**config.mk**
```make
export PLATFORM = sky130hd
export DESIGN_NAME = fiber_sgmii_control_regs
export DESIGN_NICKNAME = d
export VERILOG_FILES = /design/src/hw/fiber_regs_pkg.sv /design/src/hw/pulse_stretch.sv /design/src/hw/fiber_sgmii_control_regs.sv
export VERILOG_INCLUDE_DIRS = /design/src /design/src/hw
export SDC_FILE = /design/constraint.sdc
export NUM_CORES = 1
export LEC_CHECK = 0
export ABC_AREA = 1
export BUFFER_PORTS_ARGS = -buffer_cell sky130_fd_sc_hd__buf_2
export CORE_UTILIZATION = 56
export CTS_CLUSTER_DIAMETER = 60
export CTS_CLUSTER_SIZE = 16
export DETAILED_ROUTE_END_ITERATION = 7
export PLACE_DENSITY = 0.79
export SYNTH_ARGS = -nofsm -noshare
export SYNTH_HDL_FRONTEND = slang
export SYNTH_SLANG_ARGS = --single-unit
```
**constraint.sdc**
```tcl
create_clock -name mclk -period 1.95 [get_ports mclk]
set_input_delay 0.195 -clock mclk [delete_from_list [all_inputs] [get_ports mclk]]
set_output_delay 0.195 -clock mclk [all_outputs]
set_load 0.02 [all_outputs]
```
**src/hw/fiber_regs_defines.svh**
```systemverilog
// Offsets, field positions, reset values and timing counts of the block
`ifndef FIBER_REGS_DEFINES_SVH
`define FIBER_REGS_DEFINES_SVH

// ----------------------------------------------------------------------
// Register indices and byte addresses
// ----------------------------------------------------------------------
`define IDX_LINK_LOSS 12'h1ec
`define IDX_FIBER_PATH_CONTROL 12'hc00
`define IDX_FIBER_PATH_STATUS 12'hc01
`define IDX_MODE_CFG 12'hc10
`define ADDR_LINK_LOSS 14'h07b0
`define ADDR_FIBER_PATH_CONTROL 14'h3000
`define ADDR_FIBER_PATH_STATUS 14'h3004
`define ADDR_MODE_CFG 14'h3040

// ----------------------------------------------------------------------
// Reset values
// ----------------------------------------------------------------------
`define RST_LINK_LOSS 16'h1ffd
`define RST_FIBER_PATH_CONTROL 16'h1140
`define RST_FIBER_PATH_STATUS 16'h6149
`define RST_MODE_CFG 16'h0000

// ----------------------------------------------------------------------
// Control field positions
// ----------------------------------------------------------------------
`define BIT_SOFT_RESET 15
`define BIT_LOOPBACK 14
`define BIT_SPEED_LOW 13
`define BIT_NEG_EN 12
`define BIT_POWER_DOWN 11
`define BIT_ISOLATE 10
`define BIT_NEG_RESTART 9
`define BIT_DUPLEX 8
`define BIT_COL_TEST 7
`define BIT_SPEED_HIGH 6
`define BIT_LINK_LOSS_OFF 0

// ----------------------------------------------------------------------
// Timing: soft reset pulse lasts this long
// ----------------------------------------------------------------------
`define SOFT_RESET_NS 400
`define CLK_PERIOD_NS 50
`define SOFT_RESET_CYCLES ((`SOFT_RESET_NS + `CLK_PERIOD_NS - 1) / `CLK_PERIOD_NS)

// AXI responses
`define RESP_OKAY 2'h0
`define RESP_SLVERR 2'h2

`endif

```
**src/hw/fiber_regs_pkg.sv**
```systemverilog
// Types shared by the fiber path register bank
package fiber_regs_pkg;

    // Operating modes that decide which controls apply
    typedef enum logic [2:0] {
        mode_thousand_x,
        mode_hundred_fx,
        mode_mii_hundred_fx,
        mode_parallel_to_serial_bridge,
        mode_serial_to_parallel_bridge,
        mode_media_converter
    } op_mode_type;

    typedef enum logic [1:0] {
        speed_ten,
        speed_hundred,
        speed_thousand,
        speed_reserved
    } speed_code_type;

    // Decoded controls toward the datapath
    typedef struct packed {
        logic fiber_soft_reset;
        logic mac_side_loopback;
        speed_code_type speed;
        logic negotiation_enable;
        logic serial_power_down;
        logic mac_port_isolate;
        logic negotiation_restart;
        logic forced_duplex;
        logic link_loss_enable;
    } path_ctrl_type;

    // Strap inputs sampled after reset
    typedef struct packed {
        logic speed_code_high;
        logic speed_code_low;
        logic negotiation_enable;
    } strap_type;

endpackage : fiber_regs_pkg

```
**src/hw/pulse_stretch.sv**
```systemverilog
// Counter that holds a request high for a fixed number of cycles
`timescale 1ns/1ps
module pulse_stretch #(
    parameter int unsigned CYCLES = 8
) (
    input wire logic mclk,
    input wire logic rst_b,
    input wire logic ce,
    input wire logic start,
    output logic busy,
    output logic done
);
    typedef struct packed {
        logic [15:0] cnt;
        logic busy;
        logic done;
    } st_type;

    st_type st_ff;
    st_type nxt_st;

    // ------------------------------------------------------------------
    // Count down from start; done pulses in the cycle after the count reaches zero
    // ------------------------------------------------------------------
    always_comb
    begin
        nxt_st = st_ff;
        nxt_st.done = 1'b0;
        if (start && !st_ff.busy)
        begin
            nxt_st.busy = 1'b1;
            nxt_st.cnt = 16'(CYCLES - 1);
        end
        else if (st_ff.busy)
        begin
            if (st_ff.cnt == 16'h0000)
            begin
                nxt_st.busy = 1'b0;
                nxt_st.done = 1'b1;
            end
            else
                nxt_st.cnt = st_ff.cnt - 16'h0001;
        end
    end

    always_ff @(posedge mclk or negedge rst_b)
    begin
        if (!rst_b)
            st_ff <= '0;
        else if (ce)
            st_ff <= nxt_st;
    end

    assign busy = st_ff.busy;
    assign done = st_ff.done;
endmodule : pulse_stretch

```
**src/hw/fiber_sgmii_control_regs.sv**
```systemverilog
// Fiber/SGMII control and status register bank behind AXI4-Lite
//
// Function
// - link-loss off bit, resets one (disabled)
// - bit 15 resets fiber path, self-clears
// - bit 14 enables MAC-side loopback
// - speed code {bit6,bit13}, strap preset
// - speed high bit applies only without negotiation
// - bit 12 negotiation enable, strap overridable
// - bit 11 powers down, holds logic reset
// - bit 10 isolates MAC, not serial-to-parallel
// - bit 9 restarts negotiation, self-clears
// - bit 8 duplex, only MII-FX mode
// - collision test echoes transmit enable
// - status bits 14,13 read one
// - status bits 15,12 read zero
// - one register set shared by modes
//
// The implementer's own choice: the AXI4-Lite slave port.
`timescale 1ns/1ps
`include "fiber_regs_defines.svh"
module fiber_sgmii_control_regs #(
    parameter int unsigned SOFT_RESET_CYCLES = `SOFT_RESET_CYCLES
) (
    input wire logic mclk,
    input wire logic rst_b,
    input wire logic ce,
    // AXI4-Lite slave
    input wire logic [13:0] s_axi_awaddr,
    input wire logic s_axi_awvalid,
    output logic s_axi_awready,
    input wire logic [31:0] s_axi_wdata,
    input wire logic [3:0] s_axi_wstrb,
    input wire logic s_axi_wvalid,
    output logic s_axi_wready,
    output logic [1:0] s_axi_bresp,
    output logic s_axi_bvalid,
    input wire logic s_axi_bready,
    input wire logic [13:0] s_axi_araddr,
    input wire logic s_axi_arvalid,
    output logic s_axi_arready,
    output logic [31:0] s_axi_rdata,
    output logic [1:0] s_axi_rresp,
    output logic s_axi_rvalid,
    input wire logic s_axi_rready,
    // Pins and datapath
    input wire fiber_regs_pkg::strap_type strap_pins,
    input wire logic mac_tx_en,
    input wire logic link_up,
    input wire logic negotiation_complete,
    input wire logic remote_fault,
    output logic mac_collision,
    output fiber_regs_pkg::path_ctrl_type path_ctrl
);
    typedef struct packed {
        logic [1:0] strap_sync;
        logic [1:0] strap_speed_h;
        logic [1:0] strap_speed_l;
        logic strap_done;
        logic [1:0] strap_wait;
        logic [15:0] link_loss;
        logic [15:0] fiber_path_control;
        fiber_regs_pkg::op_mode_type mode;
        logic aw_held;
        logic [13:0] aw_addr;
        logic w_held;
        logic [31:0] w_data;
        logic [3:0] w_strb;
        logic bvalid;
        logic [1:0] bresp;
        logic rvalid;
        logic [31:0] rdata;
        logic [1:0] rresp;
        logic [1:0] st_sync;
        logic [1:0] sfault_sync;
        logic [1:0] sneg_sync;
        logic [1:0] txen_sync;
        logic collision;
        logic restart_pulse;
        fiber_regs_pkg::path_ctrl_type ctrl;
    } state_type;

    state_type st_ff;
    state_type nxt_st;
    logic rst_busy;
    logic rst_done;
    logic rst_start;
    logic do_write;
    logic [15:0] wval;
    logic [15:0] sts_val;

    // ------------------------------------------------------------------
    // Soft reset timer
    // ------------------------------------------------------------------
    pulse_stretch #(
        .CYCLES(SOFT_RESET_CYCLES)
    ) u_soft_reset (
        .mclk(mclk),
        .rst_b(rst_b),
        .ce(ce),
        .start(rst_start),
        .busy(rst_busy),
        .done(rst_done)
    );

    // ------------------------------------------------------------------
    // Status word
    // ------------------------------------------------------------------
    always_comb
    begin
        sts_val = `RST_FIBER_PATH_STATUS; // Capability bits are constants
        sts_val[5] = st_ff.sneg_sync[1];
        sts_val[4] = st_ff.sfault_sync[1];
        sts_val[2] = st_ff.st_sync[1];
    end

    assign do_write = st_ff.aw_held && st_ff.w_held && !st_ff.bvalid;
    // Not restarted on the done cycle, or one write would reset twice
    assign rst_start = st_ff.fiber_path_control[`BIT_SOFT_RESET] && !rst_busy
                       && !rst_done;
    // Merge low byte lanes only; registers are 16 bits wide
    assign wval = {st_ff.w_strb[1] ? st_ff.w_data[15:8] : 8'h00,
                   st_ff.w_strb[0] ? st_ff.w_data[7:0] : 8'h00};

    // ------------------------------------------------------------------
    // Next state
    // ------------------------------------------------------------------
    always_comb
    begin
        logic [15:0] keep;
        logic neg_en;
        keep = 16'h0000;
        neg_en = 1'b0;
        nxt_st = st_ff;
        nxt_st.restart_pulse = 1'b0;
        // Two-flop synchronisers for pin-level inputs
        nxt_st.strap_sync = {st_ff.strap_sync[0],
                             strap_pins.negotiation_enable};
        nxt_st.strap_speed_h = {st_ff.strap_speed_h[0],
                                strap_pins.speed_code_high};
        nxt_st.strap_speed_l = {st_ff.strap_speed_l[0],
                                strap_pins.speed_code_low};
        nxt_st.st_sync = {st_ff.st_sync[0], link_up};
        nxt_st.sfault_sync = {st_ff.sfault_sync[0], remote_fault};
        nxt_st.sneg_sync = {st_ff.sneg_sync[0], negotiation_complete};
        nxt_st.txen_sync = {st_ff.txen_sync[0], mac_tx_en};

        // Straps preset speed and negotiation once the synchronisers
        // hold the pin levels; a write in the same cycle still wins
        if (!st_ff.strap_done && st_ff.strap_wait != 2'h2)
            nxt_st.strap_wait = st_ff.strap_wait + 2'h1;
        else if (!st_ff.strap_done)
        begin
            nxt_st.strap_done = 1'b1;
            nxt_st.fiber_path_control[`BIT_SPEED_HIGH] = st_ff.strap_speed_h[1];
            nxt_st.fiber_path_control[`BIT_SPEED_LOW] = st_ff.strap_speed_l[1];
            nxt_st.fiber_path_control[`BIT_NEG_EN] = st_ff.strap_sync[1];
        end

        // Write address / data capture, either order
        if (s_axi_awvalid && !st_ff.aw_held)
        begin
            nxt_st.aw_held = 1'b1;
            nxt_st.aw_addr = s_axi_awaddr;
        end
        if (s_axi_wvalid && !st_ff.w_held)
        begin
            nxt_st.w_held = 1'b1;
            nxt_st.w_data = s_axi_wdata;
            nxt_st.w_strb = s_axi_wstrb;
        end

        // Register write; one shared bank for all modes
        if (do_write)
        begin
            nxt_st.aw_held = 1'b0;
            nxt_st.w_held = 1'b0;
            nxt_st.bvalid = 1'b1;
            nxt_st.bresp = `RESP_OKAY;
            keep = {st_ff.w_strb[1] ? 8'h00 : 8'hff,
                    st_ff.w_strb[0] ? 8'h00 : 8'hff};
            unique case (st_ff.aw_addr)
                `ADDR_LINK_LOSS:
                    // Reserved bits store what is written
                    nxt_st.link_loss = (st_ff.link_loss & keep) | wval;
                `ADDR_FIBER_PATH_CONTROL:
                begin
                    nxt_st.fiber_path_control = (st_ff.fiber_path_control & keep) | wval;
                    // Restart strobe, bit clears itself next cycle
                    nxt_st.restart_pulse = wval[`BIT_NEG_RESTART];
                end
                `ADDR_MODE_CFG:
                    nxt_st.mode = fiber_regs_pkg::op_mode_type'(wval[2:0]);
                `ADDR_FIBER_PATH_STATUS:
                    nxt_st.bresp = `RESP_OKAY;
                default:
                    nxt_st.bresp = `RESP_SLVERR;
            endcase
        end
        if (st_ff.restart_pulse)
            nxt_st.fiber_path_control[`BIT_NEG_RESTART] = 1'b0;
        // Self-clear after reset completes; a fresh write wins
        if (rst_done && !(do_write && st_ff.aw_addr == `ADDR_FIBER_PATH_CONTROL
                          && wval[`BIT_SOFT_RESET]))
            nxt_st.fiber_path_control[`BIT_SOFT_RESET] = 1'b0;
        if (st_ff.bvalid && s_axi_bready)
            nxt_st.bvalid = 1'b0;

        // Read channel
        if (s_axi_arvalid && !st_ff.rvalid)
        begin
            nxt_st.rvalid = 1'b1;
            nxt_st.rresp = `RESP_OKAY;
            unique case (s_axi_araddr)
                `ADDR_LINK_LOSS: nxt_st.rdata = {16'h0000, st_ff.link_loss};
                `ADDR_FIBER_PATH_CONTROL: nxt_st.rdata = {16'h0000, st_ff.fiber_path_control};
                `ADDR_FIBER_PATH_STATUS: nxt_st.rdata = {16'h0000, sts_val};
                `ADDR_MODE_CFG: nxt_st.rdata = {29'h00000000, st_ff.mode};
                default:
                begin
                    nxt_st.rdata = 32'h00000000;
                    nxt_st.rresp = `RESP_SLVERR;
                end
            endcase
        end
        else if (st_ff.rvalid && s_axi_rready)
            nxt_st.rvalid = 1'b0;

        // Decoded controls
        neg_en = st_ff.fiber_path_control[`BIT_NEG_EN];
        nxt_st.ctrl.fiber_soft_reset = st_ff.fiber_path_control[`BIT_SOFT_RESET]
                                       || rst_busy;
        nxt_st.ctrl.mac_side_loopback = st_ff.fiber_path_control[`BIT_LOOPBACK];
        // Forced high bit ignored while negotiating
        nxt_st.ctrl.speed = fiber_regs_pkg::speed_code_type'(
            {st_ff.fiber_path_control[`BIT_SPEED_HIGH] && !neg_en,
             st_ff.fiber_path_control[`BIT_SPEED_LOW]});
        nxt_st.ctrl.negotiation_enable = neg_en;
        nxt_st.ctrl.serial_power_down = st_ff.fiber_path_control[`BIT_POWER_DOWN];
        nxt_st.ctrl.mac_port_isolate = st_ff.fiber_path_control[`BIT_ISOLATE]
            && st_ff.mode != fiber_regs_pkg::mode_serial_to_parallel_bridge;
        nxt_st.ctrl.negotiation_restart = st_ff.restart_pulse;
        // Half duplex only honoured in MII-FX mode
        nxt_st.ctrl.forced_duplex =
            (st_ff.mode == fiber_regs_pkg::mode_mii_hundred_fx)
            ? st_ff.fiber_path_control[`BIT_DUPLEX] : 1'b1;
        nxt_st.ctrl.link_loss_enable =
            !st_ff.link_loss[`BIT_LINK_LOSS_OFF];
        // Power down holds datapath in reset too
        if (st_ff.fiber_path_control[`BIT_POWER_DOWN])
            nxt_st.ctrl.fiber_soft_reset = 1'b1;
        nxt_st.collision = st_ff.fiber_path_control[`BIT_COL_TEST]
                           && st_ff.txen_sync[1];
    end

    // ------------------------------------------------------------------
    // State register
    // ------------------------------------------------------------------
    always_ff @(posedge mclk or negedge rst_b)
    begin
        if (!rst_b)
        begin
            st_ff <= '0;
            st_ff.link_loss <= `RST_LINK_LOSS;
            st_ff.fiber_path_control <= `RST_FIBER_PATH_CONTROL;
            st_ff.ctrl.speed <= fiber_regs_pkg::speed_hundred;
            st_ff.ctrl.negotiation_enable <= 1'b1;
            st_ff.ctrl.forced_duplex <= 1'b1;
        end
        else if (ce)
            st_ff <= nxt_st;
    end

    // ------------------------------------------------------------------
    // Outputs, all from flip-flops
    // ------------------------------------------------------------------
    assign s_axi_awready = !st_ff.aw_held;
    assign s_axi_wready = !st_ff.w_held;
    assign s_axi_bvalid = st_ff.bvalid;
    assign s_axi_bresp = st_ff.bresp;
    assign s_axi_arready = !st_ff.rvalid;
    assign s_axi_rvalid = st_ff.rvalid;
    assign s_axi_rdata = st_ff.rdata;
    assign s_axi_rresp = st_ff.rresp;
    assign mac_collision = st_ff.collision;
    assign path_ctrl = st_ff.ctrl;
endmodule : fiber_sgmii_control_regs

```
==> flow_metrics.tcl <==
set metrics [dict create \
    htree_num_levels 4 \
    period_share_pct 87.9 \
    cp.required_ps 2230 \
    holdPathStages 2 \
    cts.path.max_buffers 2 \
    top_usage_layer "met2" \
    cap_violations 0 \
    status "completed" \
    cts_setup_buffers 0 \
    syn_area_per_cell_um2 8.03 \
    grt_use_total_pct 25.8 \
    hold_start "s_axi_wdata[13]" \
    ys_top_cells_by_area "dfrtp_1, nand2_1, dfstp_2" \
    min_path_type "in -> reg" \
    synthArstFlopShare_pct 100 \
    synth_edf_count 0 \
    drive_above_1_share_pct 20.7 \
    critPathArrivalTime_ps 1990 \
    power_density_mw_per_mm2 1190 \
    layout_commonest_cell "nand2_1" \
    die_w_um 113 \
    synth_top_area_share_pct 43.1 \
    start_util_pct 57.3 \
    cts_resized 0 \
    fin_tns_setup_ps 0 \
    syn_area_mm2 0.00685 \
    row_count 40 \
    hold_buffers 7 \
    holdWs_ps 9.58 \
    relSlewSlack_pct 61.1 \
    clkTransAtPathRegs_ps 50 \
    fin_nets 1016 \
    wl_per_cell_um 13.6 \
    grt_setup_unrepaired "false" \
    routed_wirelength_um 14900 \
    drc 0 \
    clock_sinks 136 \
    final-instance-count-excl-fill 1095 \
    r2r_slack_ps 240 \
    detail_route.iter0.violations 312 \
    synth_cells 853 \
    vias 5609 \
    skew_ps 7.98 \
    min_to "st_ff[75]" \
    antenna_left 0 \
    grt_use_met3_pct 4.54 \
    worst_setup_path_end_kind "flop" \
    peakVddDrop_uv 783 \
    grt_start_max_net_pins 62 \
    ys.flop_type "dfrtp_1" \
    setup_viol 0 \
    first_global_vias 5304 \
    fmax_ghz 0.584 \
    antenna_found_initial 0 \
    coreArea_mm2 0.0120 \
    drv_slew 0 \
    yosys_warnings 0 \
    via_per_inst 5.12 \
    die_area_mm2 0.0127 \
    yosysUniqueCellTypes 37 \
    path_max_fanout 14 \
    clk_latency_ps 420 \
    reg2reg_depth 9 \
    dp_cells 1056 \
    root_buffer "clkbuf_16" \
    io_pins 131 \
    first_pass_iters 5 \
    start_kind "flop" \
    antennaDiodeCount 0 \
    dpl-instance-area_mm2 0.00726 \
    tightestPinTransition_ps 584 \
    area_growth_pct 14.8 \
    yosys.area.top_type "dfrtp_1" \
    grt_pass1_wl_um 25400 \
    fin_crit_ps 1710 \
    p_leak_nw 4.27 \
    path_class "reg -> reg" \
    die_height_um 113 \
    hold_viol 0 \
    gp_congestion 0.928 \
    use_met2_pct 40.5 \
    port_buffers 94 \
    post-dp-hpwl_um 10700 \
    r2r-end "u_soft_reset.st_ff[2]" \
    synth-seq-cells 136 \
    final_cell_mix "nand2_1, dfrtp_1, buf_2" \
    use_met1_pct 35.5 \
    r2r_start "u_soft_reset.st_ff[2]" \
    cts_tree "built" \
    finalInstanceArea_mm2 0.00787 \
    ys_seq_area_share_pct 50.0 \
    grt-ovfl-total 0 \
    cts_made_buffers 17 \
]
## layout make-up
type                            instances  area (µm²)
Tap cell                              147         184
Clock buffer                           28         497
Clock inverter                          4        45.0
Multi-Input combinational cell        583        2700
Inverter                               75         282
Sequential cell                       136        3430
Timing Repair Buffer                  122         742
Fill cell                            1030        4090
## where the power goes
part / internal [mW] / switching, mW
combinational: 0.899 / 1.61
clock: 1.85 / 1.11
sequential: 3.39 / 0.483
## Yosys cell counts (5+ instances only)
cell type,number
a21oi_1,28
o21ai_2,7
nand2_2,7
mux2_2,7
nand4_1,11
buf_2,15
nor2_2,5
clkbuf_1,8
buf_4,48
dfstp_2,18
nand3_1,82
o21ai_0,41
nor2_1,92
inv_1,72
nand2_1,255
dfrtp_1,118
## worst max-delay path by stage
stage,startpoint,endpoint,slack (ps)
after floorplan,u_soft_reset.st_ff[2],u_soft_reset.st_ff[10],460
after global placement,u_soft_reset.st_ff[2],u_soft_reset.st_ff[2],330
after detailed placement,u_soft_reset.st_ff[2],u_soft_reset.st_ff[2],250
after CTS,u_soft_reset.st_ff[2],u_soft_reset.st_ff[2],230
after global routing,u_soft_reset.st_ff[2],u_soft_reset.st_ff[6],50
final,u_soft_reset.st_ff[2],u_soft_reset.st_ff[2],240
## stage by stage
stage	total power [mW]	utilization (%)	worst slack (ps)
3_5_place_dp	6.36	60.7	254
4_1_cts	9.37	65.8	235
6_report	9.34	65.8	237
3_3_place_gp	6.29	60.7	327
2_1_floorplan	5.74	-	465
5_1_grt	9.94	65.8	52.7
## layer usage
metal | routed length (µm) | share of wire [%]
met1 | 7020 | 47
met2 | 6780 | 46
met3 | 744 | 5.0
met4 | 357 | 2.4
met5 | 0 | 0
## cells by family (layout without fill, tap and decap cells)
family                     after synthesis  in the layout  share of synthesized area, %
muxes                                    8              8                          1.30
and+or+nand+nor                        464            464                          29.1
other                                    1             18                        0.0547
AOI/OAI and AO/OA                       84             84                          6.72
buffers and inverters                  151            229                          11.6
xor gates and xnor gates                 7              7                         0.895
DFF                                    136            136                          50.0
adders and majority gates                2              2                         0.365
## critical path, stage by stage (launching register included)
cell and delay, ps:
dfrtp_1 390, inv_1 90, ha_1 260, nand2_1 160
nor2_1 130, nand2_1 90, nand3_2 90, nand2_2 180
nand2_1 110, o21ai_0 90
No activity file was read; power rests on OpenSTA's default activity.
